File: src/core/sph_pkg.sv
package sph_pkg;

  // packet framing
  localparam logic [7:0] SPH_TYPE_REQ   = 8'h50;
  localparam logic [7:0] SPH_TYPE_RESP  = 8'h55;
  localparam int         SPH_HDR_BYTES  = 8;
  localparam logic [3:0] SPH_POS_TYPE   = 4'h0;
  localparam logic [3:0] SPH_POS_CODE   = 4'h1;
  localparam logic [3:0] SPH_POS_LEN    = 4'h4;
  localparam logic [3:0] SPH_POS_RESULT = 4'h8;
  localparam logic [3:0] SPH_RESP_BASE  = 4'h9;
  localparam logic [3:0] SPH_HDR_LAST   = 4'h7;

  // command codes
  localparam logic [7:0] SPH_FLASH_WRITE_CMD      = 8'h11;
  localparam logic [7:0] SPH_OTP_WRITE_CMD        = 8'h12;
  localparam logic [7:0] SPH_OTP_READ_CMD         = 8'h13;
  localparam logic [7:0] SPH_DEBUG_AUTH_SET_CMD   = 8'h14;
  localparam logic [7:0] SPH_DEBUG_AUTH_GET_CMD   = 8'h15;
  localparam logic [7:0] SPH_DEBUG_AUTH_KEY_SET_CMD = 8'h16;
  localparam logic [7:0] SPH_SERIAL_BOOT_DISABLE_CMD = 8'h17;
  localparam logic [7:0] SPH_SERIAL_BOOT_QUERY_CMD   = 8'h18;
  localparam logic [7:0] SPH_CHIP_SERIAL_READ_CMD    = 8'h21;
  localparam logic [7:0] SPH_SERIAL_BOOT_AUTH_SET_CMD = 8'h22;
  localparam logic [7:0] SPH_SERIAL_BOOT_AUTH_GET_CMD = 8'h23;
  localparam logic [7:0] SPH_SERIAL_BOOT_KEY_SET_CMD  = 8'h24;

  // flash write payload: 4 address bytes, then data
  localparam logic [31:0] SPH_FLASH_ADDR_BYTES = 32'h0000_0004;

  // result codes
  localparam logic [7:0] SPH_RES_OK       = 8'h00;
  localparam logic [7:0] SPH_RES_BAD_SUM  = 8'h01;
  localparam logic [7:0] SPH_RES_BAD_TYPE = 8'h02;
  localparam logic [7:0] SPH_RES_BAD_CODE = 8'h03;
  localparam logic [7:0] SPH_RES_BAD_LEN  = 8'h04;

  // payload buffer
  localparam int          SPH_BUF_AW    = 6;
  localparam logic [31:0] SPH_BUF_BYTES = 32'h0000_0040;

  // reset values
  localparam logic [7:0]  SPH_BYTE_RST = 8'h00;
  localparam logic [31:0] SPH_WORD_RST = 32'h0000_0000;
  localparam logic [3:0]  SPH_IDX_RST  = 4'h0;

  // one byte of a stream
  typedef struct packed {
    logic       valid;
    logic [7:0] data;
  } sph_byte_t;

  // action request towards the setup engine
  typedef struct packed {
    logic        start;
    logic [7:0]  code;
    logic [31:0] len;
    logic [31:0] addr;
  } sph_act_req_t;

  // answer from the setup engine
  typedef struct packed {
    logic        done;
    logic [7:0]  result;
    logic [2:0]  extra_len;
    logic [31:0] extra_data;
  } sph_act_ans_t;

endpackage

File: src/core/sph_resp_tx.sv
`timescale 1ns/1ps
module sph_resp_tx (
  input  wire logic             mclk_in,
  input  wire logic             arst_n_in,
  input  wire logic             start_in,
  input  wire logic [7:0]       code_in,
  input  wire logic [7:0]       result_in,
  input  wire logic [2:0]       extra_len_in,
  input  wire logic [31:0]      extra_data_in,
  input  wire logic             tx_ready_in,
  output sph_pkg::sph_byte_t    tx_out,
  output logic                  done_out
);
  import sph_pkg::*;

  typedef struct packed {
    logic        busy;
    logic [3:0]  idx;
    logic [7:0]  sum;
    logic [7:0]  code;
    logic [7:0]  result;
    logic [2:0]  xlen;
    logic [31:0] xdata;
    sph_byte_t   tx;
    logic        done;
  } sph_tx_state_t;

  sph_tx_state_t st, next_st;

  // byte of the response at a given position, checksum excluded
  function automatic logic [7:0] byte_at(input logic [3:0] i,
                                         input logic [7:0] c,
                                         input logic [7:0] r,
                                         input logic [2:0] xl,
                                         input logic [31:0] xd);
    logic [3:0] k;
    k = i - SPH_RESP_BASE;
    if (i == SPH_POS_TYPE)        byte_at = SPH_TYPE_RESP;
    else if (i == SPH_POS_CODE)   byte_at = c;
    else if (i == SPH_POS_LEN)    byte_at = 8'h01 + {5'h00, xl};
    else if (i == SPH_POS_RESULT) byte_at = r;
    else if (i > SPH_POS_RESULT)  byte_at = xd[{k[1:0], 3'h0} +: 8];
    else                          byte_at = SPH_BYTE_RST; // filler
  endfunction

  logic [3:0] last_idx;
  assign last_idx = SPH_RESP_BASE + {1'b0, st.xlen};

  // =====================================================
  // serialiser
  always_comb begin
    next_st = st;
    next_st.done = 1'b0;
    if (!st.busy && start_in) begin
      next_st.busy     = 1'b1;
      next_st.idx      = SPH_IDX_RST;
      next_st.sum      = SPH_BYTE_RST;
      next_st.code     = code_in;
      next_st.result   = result_in;
      next_st.xlen     = extra_len_in;
      next_st.xdata    = extra_data_in;
      next_st.tx.valid = 1'b1;
      next_st.tx.data  = SPH_TYPE_RESP;
    end else if (st.busy && st.tx.valid && tx_ready_in) begin
      next_st.sum = st.sum + st.tx.data;
      next_st.idx = st.idx + 4'h1;
      if (st.idx == last_idx) begin
        next_st.busy     = 1'b0;
        next_st.tx.valid = 1'b0;
        next_st.done     = 1'b1;
      end else if (st.idx + 4'h1 == last_idx) begin
        next_st.tx.data = st.sum + st.tx.data;
      end else begin
        next_st.tx.data = byte_at(st.idx + 4'h1, st.code, st.result,
                                  st.xlen, st.xdata);
      end
    end
  end

  always_ff @(posedge mclk_in or negedge arst_n_in) begin
    if (!arst_n_in) begin
      st <= '0;
    end else begin
      st <= next_st;
    end
  end

  assign tx_out   = st.tx;
  assign done_out = st.done;

endmodule

File: src/core/sph_cmd_handler.sv
`timescale 1ns/1ps
module sph_cmd_handler (
  input  wire logic                   mclk_in,
  input  wire logic                   arst_n_in,
  input  sph_pkg::sph_byte_t          rx_in,
  output logic                        rx_ready_out,
  output sph_pkg::sph_byte_t          tx_out,
  input  wire logic                   tx_ready_in,
  output sph_pkg::sph_act_req_t       act_req_out,
  input  sph_pkg::sph_act_ans_t       act_ans_in,
  input  wire logic [5:0]             pay_rd_idx_in,
  output logic [7:0]                  pay_rd_byte_out,
  output logic                        busy_out
);
  import sph_pkg::*;

  typedef enum logic [2:0] {
    ST_HDR,
    ST_PAY,
    ST_SUM,
    ST_EXEC,
    ST_RESP
  } sph_phase_t;

  typedef struct packed {
    sph_phase_t   phase;
    logic [3:0]   hidx;
    logic [31:0]  pcnt;
    logic [7:0]   sum;
    logic [7:0]   ptype;
    logic [7:0]   code;
    logic [31:0]  len;
    logic [31:0]  addr;
    logic         ovf;
    sph_act_req_t req;
    logic         tx_start;
    logic [7:0]   result;
    logic [2:0]   xlen;
    logic [31:0]  xdata;
  } sph_rx_state_t;

  sph_rx_state_t st, next_st;

  // payload store; memory, so no reset
  logic [7:0] pay_mem [0:(1 << SPH_BUF_AW) - 1];
  logic [7:0] rd_byte;
  logic       tx_done;
  logic       take;

  // true for every code the device knows
  function automatic logic code_known(input logic [7:0] c);
    code_known = (c == SPH_FLASH_WRITE_CMD)
              || (c == SPH_OTP_WRITE_CMD)
              || (c == SPH_OTP_READ_CMD)
              || (c == SPH_DEBUG_AUTH_SET_CMD)
              || (c == SPH_DEBUG_AUTH_GET_CMD)
              || (c == SPH_DEBUG_AUTH_KEY_SET_CMD)
              || (c == SPH_SERIAL_BOOT_DISABLE_CMD)
              || (c == SPH_SERIAL_BOOT_QUERY_CMD)
              || (c == SPH_CHIP_SERIAL_READ_CMD)
              || (c == SPH_SERIAL_BOOT_AUTH_SET_CMD)
              || (c == SPH_SERIAL_BOOT_AUTH_GET_CMD)
              || (c == SPH_SERIAL_BOOT_KEY_SET_CMD);
  endfunction

  // error result for a finished request, ok when zero
  function automatic logic [7:0] check(input logic [7:0] s,
                                       input logic [7:0] got,
                                       input logic [7:0] t,
                                       input logic [7:0] c,
                                       input logic [31:0] n,
                                       input logic       o);
    if (s != got)                 check = SPH_RES_BAD_SUM;
    else if (t != SPH_TYPE_REQ)   check = SPH_RES_BAD_TYPE;
    else if (!code_known(c))      check = SPH_RES_BAD_CODE;
    else if (o)                   check = SPH_RES_BAD_LEN;
    else if (c == SPH_FLASH_WRITE_CMD && n < SPH_FLASH_ADDR_BYTES)
      check = SPH_RES_BAD_LEN;
    else                          check = SPH_RES_OK;
  endfunction

  assign take = rx_in.valid && rx_ready_out;

  // =====================================================
  // request parser and dispatcher
  always_comb begin
    next_st = st;
    next_st.req.start = 1'b0;
    next_st.tx_start  = 1'b0;
    case (st.phase)
      ST_HDR: begin
        if (take) begin
          next_st.sum  = st.sum + rx_in.data;
          next_st.hidx = st.hidx + 4'h1;
          if (st.hidx == SPH_POS_TYPE) begin
            next_st.ptype = rx_in.data;
          end else if (st.hidx == SPH_POS_CODE) begin
            next_st.code = rx_in.data;
          end else if (st.hidx >= SPH_POS_LEN) begin
            // little-endian length, low byte first
            next_st.len = {rx_in.data, st.len[31:8]};
          end
          // bytes 2 and 3 only enter the sum
          if (st.hidx == SPH_HDR_LAST) begin
            next_st.pcnt = SPH_WORD_RST;
            next_st.ovf  = 1'b0;
            next_st.addr = SPH_WORD_RST;
            next_st.phase = ({rx_in.data, st.len[31:8]} == SPH_WORD_RST)
                          ? ST_SUM : ST_PAY;
          end
        end
      end
      ST_PAY: begin
        if (take) begin
          next_st.sum  = st.sum + rx_in.data;
          next_st.pcnt = st.pcnt + 32'h1;
          if (st.pcnt < SPH_FLASH_ADDR_BYTES) begin
            next_st.addr = {rx_in.data, st.addr[31:8]};
          end
          if (st.pcnt >= SPH_BUF_BYTES) begin
            next_st.ovf = 1'b1;
          end
          if (st.pcnt + 32'h1 == st.len) begin
            next_st.phase = ST_SUM;
          end
        end
      end
      ST_SUM: begin
        if (take) begin
          next_st.result = check(st.sum, rx_in.data, st.ptype, st.code,
                                 st.len, st.ovf);
          next_st.xlen  = 3'h0;
          next_st.xdata = SPH_WORD_RST;
          if (check(st.sum, rx_in.data, st.ptype, st.code, st.len,
                    st.ovf) == SPH_RES_OK) begin
            next_st.req.start = 1'b1;
            next_st.req.code  = st.code;
            next_st.req.len   = st.len;
            next_st.req.addr  = st.addr;
            next_st.phase     = ST_EXEC;
          end else begin
            // nothing is started on a bad request
            next_st.tx_start = 1'b1;
            next_st.phase    = ST_RESP;
          end
        end
      end
      ST_EXEC: begin
        // the answer waits for the action to finish
        if (act_ans_in.done) begin
          next_st.result   = act_ans_in.result;
          next_st.xlen     = (st.code == SPH_FLASH_WRITE_CMD)
                           ? 3'h0 : act_ans_in.extra_len;
          next_st.xdata    = act_ans_in.extra_data;
          next_st.tx_start = 1'b1;
          next_st.phase    = ST_RESP;
        end
      end
      ST_RESP: begin
        if (tx_done) begin
          next_st.phase = ST_HDR;
          next_st.hidx  = SPH_IDX_RST;
          next_st.sum   = SPH_BYTE_RST;
        end
      end
      default: begin
        next_st.phase = ST_HDR;
      end
    endcase
  end

  always_ff @(posedge mclk_in or negedge arst_n_in) begin
    if (!arst_n_in) begin
      st <= '0;
    end else begin
      st <= next_st;
    end
  end

  // =====================================================
  // payload buffer; bytes beyond its depth only count
  always_ff @(posedge mclk_in) begin
    if (st.phase == ST_PAY && take && st.pcnt < SPH_BUF_BYTES) begin
      pay_mem[st.pcnt[SPH_BUF_AW-1:0]] <= rx_in.data;
    end
  end

  // registered read port for the action engine
  always_ff @(posedge mclk_in or negedge arst_n_in) begin
    if (!arst_n_in) begin
      rd_byte <= SPH_BYTE_RST;
    end else begin
      rd_byte <= pay_mem[pay_rd_idx_in];
    end
  end

  // =====================================================
  // response sender
  sph_resp_tx u_tx (
    .mclk_in       (mclk_in),
    .arst_n_in     (arst_n_in),
    .start_in      (st.tx_start),
    .code_in       (st.code),
    .result_in     (st.result),
    .extra_len_in  (st.xlen),
    .extra_data_in (st.xdata),
    .tx_ready_in   (tx_ready_in),
    .tx_out        (tx_out),
    .done_out      (tx_done)
  );

  // the link is held off while an action or answer is pending
  assign rx_ready_out = (st.phase == ST_HDR) || (st.phase == ST_PAY)
                     || (st.phase == ST_SUM);
  assign act_req_out     = st.req;
  assign pay_rd_byte_out = rd_byte;
  assign busy_out        = (st.phase == ST_EXEC) || (st.phase == ST_RESP);

endmodule

File: config.mk
export PLATFORM = sky130hd
export DESIGN_NAME = sph_cmd_handler
export DESIGN_NICKNAME = d
export VERILOG_FILES = /design/src/core/sph_pkg.sv /design/src/core/sph_resp_tx.sv /design/src/core/sph_cmd_handler.sv
export SDC_FILE = /design/constraint.sdc
export NUM_CORES = 1
export LEC_CHECK = 0
export ABC_AREA = 0
export BUFFER_PORTS_ARGS = -buffer_cell sky130_fd_sc_hd__buf_2
export CAP_MARGIN = 30
export CORE_MARGIN = 2
export CORE_UTILIZATION = 30
export CTS_BUF_LIST = sky130_fd_sc_hd__clkbuf_4 sky130_fd_sc_hd__clkbuf_8
export CTS_CLUSTER_DIAMETER = 150
export CTS_CLUSTER_SIZE = 12
export DETAILED_ROUTE_END_ITERATION = 8
export PLACE_DENSITY = 0.49
export SLEW_MARGIN = 10
export SYNTH_ARGS = -nofsm -noshare
export SYNTH_HDL_FRONTEND = slang
export SYNTH_SLANG_ARGS = --single-unit
File: constraint.sdc
create_clock -name mclk_in -period 3.4 [get_ports mclk_in]
set_clock_uncertainty 0.05 [all_clocks]
set_input_delay 0 -clock mclk_in [delete_from_list [all_inputs] [get_ports mclk_in]]
set_output_delay 0 -clock mclk_in [all_outputs]
set_load 0.03 [all_outputs]
==> key figures <==
Outcome
  • Run status: finished, final reports clean

STA
  • Period utilisation layout: 94.05%
  • Time the final worst path needs with I/O delays and setup: 3.198 ns
  • Max_slew headroom: 35.90%
  • Max-slew violation count: 0
  • Minimum hold slack: 0.05076 ns
  • Endpoints failing hold: 0
  • Tightest Pin Transition: 0.9616 ns
  • Final Setup Violations: 0
  • Fmax: 312.7 MHz

Critical path
  • Critical path capture point type: register
  • Required time reported for the critical path endpoint: 3.96 ns
  • Crit path max-delay family: simple AND/OR/NAND/NOR gates
  • Number of cells on the critical path: 8
  • Endpoint of the worst register-to-register path: st[244]$_DFFE_PN0P_
  • Max stage delay cell, worst path: sky130_fd_sc_hd__or4b_4
  • FF-to-FF setup slack: 0.20 ns
  • Reg-to-reg startpoint: st[191]$_DFFE_PN0P_
  • Critical path peak fanout: 4
  • Critical path's largest stage delay: 0.59 ns
  • Worst setup path startpoint: st[191]$_DFFE_PN0P_
  • Cells along the critical path: or4_1, nor2_1, o211a_1, or4b_4, buf_4, a21o_1, dlygate4sd3_1, a21o_1
  • Arrival time of data at the critical path endpoint: 3.76 ns
  • Dominant cell type by count on the critical path: sky130_fd_sc_hd__a21o_1
  • Startpoint Class: register
  • Worst Path Buf+Inv: 2
  • End point of the critical path: st[244]$_DFFE_PN0P_
  • FF-to-FF path depth: 8
  • WS Path Type: reg2reg

Pwr
  • Power Density: 611.1 nW/µm²
  • Worst vdd rail ir drop: 280.8 µV
  • Leakage power of the design: 15.96 nW

Place
  • Placed wire-length estimate: 62,080 µm
  • Number of placed cells counting well taps: 4,042
  • Routability congestion estimate from global placement: 0.8331
  • # port buffers: 153

Synthesis
  • Gate count after technology mapping: 2,412
  • Number of synthesized flops with an enable pin: 512
  • Combined area of all synthesized cells: 35,740 µm²
  • Synth top cells by count: sky130_fd_sc_hd__edfxtp_1 (512), sky130_fd_sc_hd__nand2_1 (371), sky130_fd_sc_hd__dfrtp_1 (326)
  • Largest family of logic cells by synthesized area: multiplexers
  • Post-Synth Adder-Cell Area: 0.8823%
  • Dominant register cell in the synthesized netlist: sky130_fd_sc_hd__edfxtp_1
  • Multiplexer share of the synthesized area: 15.04%
  • Area share of the leading cell type in the synthesized netlist: 43.02%
  • Net count of the mapped netlist: 2,498
  • Count of unique library cells instantiated by Yosys: 78
  • Proportion of register bits with asynchronous set or reset after synthesis: 38.90%
  • Area fraction in and, or, nand and nor cells after synthesis: 8.582%
  • Post-synthesis register bit count: 838
  • Post-synthesis average cell area: 14.82 µm²
  • Largest cells by area after synthesis: sky130_fd_sc_hd__edfxtp_1 (43%), sky130_fd_sc_hd__dfrtp_1 (23%), sky130_fd_sc_hd__mux4_2 (11%), sky130_fd_sc_hd__nand2_1 (3.9%), sky130_fd_sc_hd__mux2_1 (2.2%)
  • Synth warn: 0
  • Compound-Gate Fraction of Synth Area: 4.492%
  • Fraction of synthesized cell area in xor and xnor cells: 1.730%
  • Cell taking the most area after synthesis: sky130_fd_sc_hd__edfxtp_1
  • Most instantiated library cell after synthesis: sky130_fd_sc_hd__edfxtp_1
  • Register area share after synthesis: 65.85%

Clocking
  • Clock insertion delay at the later pin of the skew report: 0.75 ns
  • Sinks on Clock Net: 838
  • Number of H-tree levels: 3
  • Worst-case clock buffer depth: 3
  • Inserted Clock Buffers: 80
  • Clock tree from TritonCTS: yes
  • Setup Buffers After CTS: 0
  • Clock slew at the register clock pins of the worst setup and hold paths: 0.09 ns
  • Clock root buffer master: sky130_fd_sc_hd__clkbuf_8

Global routing
  • Global route overflow: 0
  • Global-route wire length before repair: 142,800 µm
  • Maximum number of pins on one net before global-route repair: 112
  • Global routing usage summed across all routing layers: 15.50%
  • Via count of the first global-routing pass: 22,170
  • Antenna violations before repair: 4

Die
  • Height of the chip: 349.1 µm
  • Overall die area: 121,900 µm²
  • Area inside the core boundary: 118,100 µm²
  • Die Span X: 349.1 µm
  • I/O Pins: 154
  • Placement row count: 126
  • Initial Utilization: 30.26%

Route
  • Avg Vias per Cell: 4.923
  • Number of nets still failing antenna checks after routing: 0
  • Vias: 21,110
  • Routed length per placed instance: 22.17 µm
  • Final Routed Wirelength: 95,050 µm
  • DRC errors left: 0
  • DRC marker count from the first detailed-route iteration: 1,649
  • Detailed-routing iteration count for the pre-antenna-repair pass: 5

Flow run
  • Max-capacitance violation count: 0

Min path
  • Worst Hold Depth: 3
  • Worst hold path type: in2reg

Final layout
  • Number of nets at the end of the flow: 2,783
  • Area delta synth->final: 15.65%
  • Share of layout cells above drive strength 1: 25.45%
  • Filler Cell Count: 11,210
  • Final non-filler cell total: 4,288
[where the power goes]
group	internal (mW)	switching, mW
Combinational	2.51	3.51
Clock	2.69	3.54
Sequential	12.0	0.979
Total	17.2	8.02
[logic make-up (layout without fill, tap and decap cells)]
kind of cell / Yosys count / after routing
AOI/OAI and AO/OA: 264 / 264
xor gates and xnor gates: 69 / 69
adders and majority gates: 24 / 24
buffers and inverters: 234 / 567
DFF: 838 / 838
muxes: 302 / 302
other: 0 / 5
and+or+nand+nor: 681 / 683
[per-layer routing]
metal | wire [µm] | GRT usage [%] | part of all wire, %
met5 | 13 | 0 | 0.014
met4 | 2788 | 5.058 | 2.9
met3 | 4040 | 2.385 | 4.3
met2 | 47110 | 26.12 | 50
met1 | 41100 | 20.43 | 43
[worst min-delay path by stage]
| stage | end | slack, ns | startpoint |
|---|---|---|---|
| 5_1_grt | pay_rd_byte_out[5]$_DFF_PN0_ | 0.003 | pay_rd_idx_in[3] |
| 3_5_place_dp | act_req_out[12]$_DFFE_PN0P_ | 0.12 | arst_n_in |
| 6_report | pay_rd_byte_out[2]$_DFF_PN0_ | 0.05 | pay_rd_idx_in[3] |
| 4_1_cts | pay_mem[4][2]$_DFFE_PP_ | 0.03 | rx_in[2] |
| 2_1_floorplan | act_req_out[0]$_DFFE_PN0P_ | -0.35 | arst_n_in |
| 3_3_place_gp | st[28]$_DFFE_PN0P_ | 0.10 | arst_n_in |
[sequential cells by signal (all words and copies together), names as in the netlist]
name / flops
pay_rd_byte_out: 8
u_tx.st: 63
st: 172
act_req_out: 73
u_tx.done_out: 1
u_tx.tx_out: 9
pay_mem: 512
[cell usage in the layout, fill, tap and decap left out, types with 28 or more instances in the layout]
cell type	n
sky130_fd_sc_hd__edfxtp_1	512
sky130_fd_sc_hd__nand2_1	371
sky130_fd_sc_hd__dfrtp_1	326
sky130_fd_sc_hd__mux4_2	176
sky130_fd_sc_hd__buf_2	150
sky130_fd_sc_hd__buf_4	146
sky130_fd_sc_hd__o21ai_0	139
sky130_fd_sc_hd__nor2_1	127
sky130_fd_sc_hd__dlygate4sd3_1	106
sky130_fd_sc_hd__clkbuf_8	81
sky130_fd_sc_hd__mux2_1	69
sky130_fd_sc_hd__mux2_2	50
sky130_fd_sc_hd__clkbuf_4	43
sky130_fd_sc_hd__xnor2_1	38
sky130_fd_sc_hd__nand3_1	32
sky130_fd_sc_hd__xor2_1	30
sky130_fd_sc_hd__a21oi_1	28
[repair_timing]
item / 4_1_cts / 5_1_grt
hold endpoints to repair: 627 / 0
gates resized for setup: 0 / 3
endpoints found under the setup margin: 0 / 35
hold buffers: 106 / 0
[worst register-to-register path: stages (launching register included)]
cell and delay, ns:
sky130_fd_sc_hd__dfrtp_1 0.38, sky130_fd_sc_hd__or4_1 0.52, sky130_fd_sc_hd__nor2_1 0.21, sky130_fd_sc_hd__o211a_1 0.22, sky130_fd_sc_hd__or4b_4 0.59, sky130_fd_sc_hd__buf_4 0.20
sky130_fd_sc_hd__a21o_1 0.16, sky130_fd_sc_hd__dlygate4sd3_1 0.56, sky130_fd_sc_hd__a21o_1 0.17
[through the flow]
step           setup TNS, ns  util (%)  total power [mW]  instance area, µm²  setup slack (ns)
2_1_floorplan              0         -             16.69               35740            0.6611
3_3_place_gp               0     32.74             18.93               38660           0.08774
3_5_place_dp               0     32.76             19.08               38680           0.05679
4_1_cts                    0     34.94             25.58               41250           0.03206
5_1_grt            -0.006801     35.00             26.69               41330         -0.006801
6_report                   0     35.00             25.25               41330            0.2022
[cell type report]
| class | count | area [µm²] | area share (%) |
|---|---|---|---|
| Clock inverter | 9 | 91.34 | 0.2210 |
| Inverter | 17 | 63.81 | 0.1544 |
| Timing Repair Buffer | 418 | 3217 | 7.784 |
| Tap cell | 1536 | 1922 | 4.650 |
| Multi-Input combinational cell | 1342 | 11060 | 26.77 |
| Clock buffer | 123 | 1424 | 3.445 |
| Sequential cell | 838 | 23530 | 56.94 |
| Antenna cell | 5 | 12.51 | 0.03028 |
No activity file was read; power rests on OpenSTA's default activity.
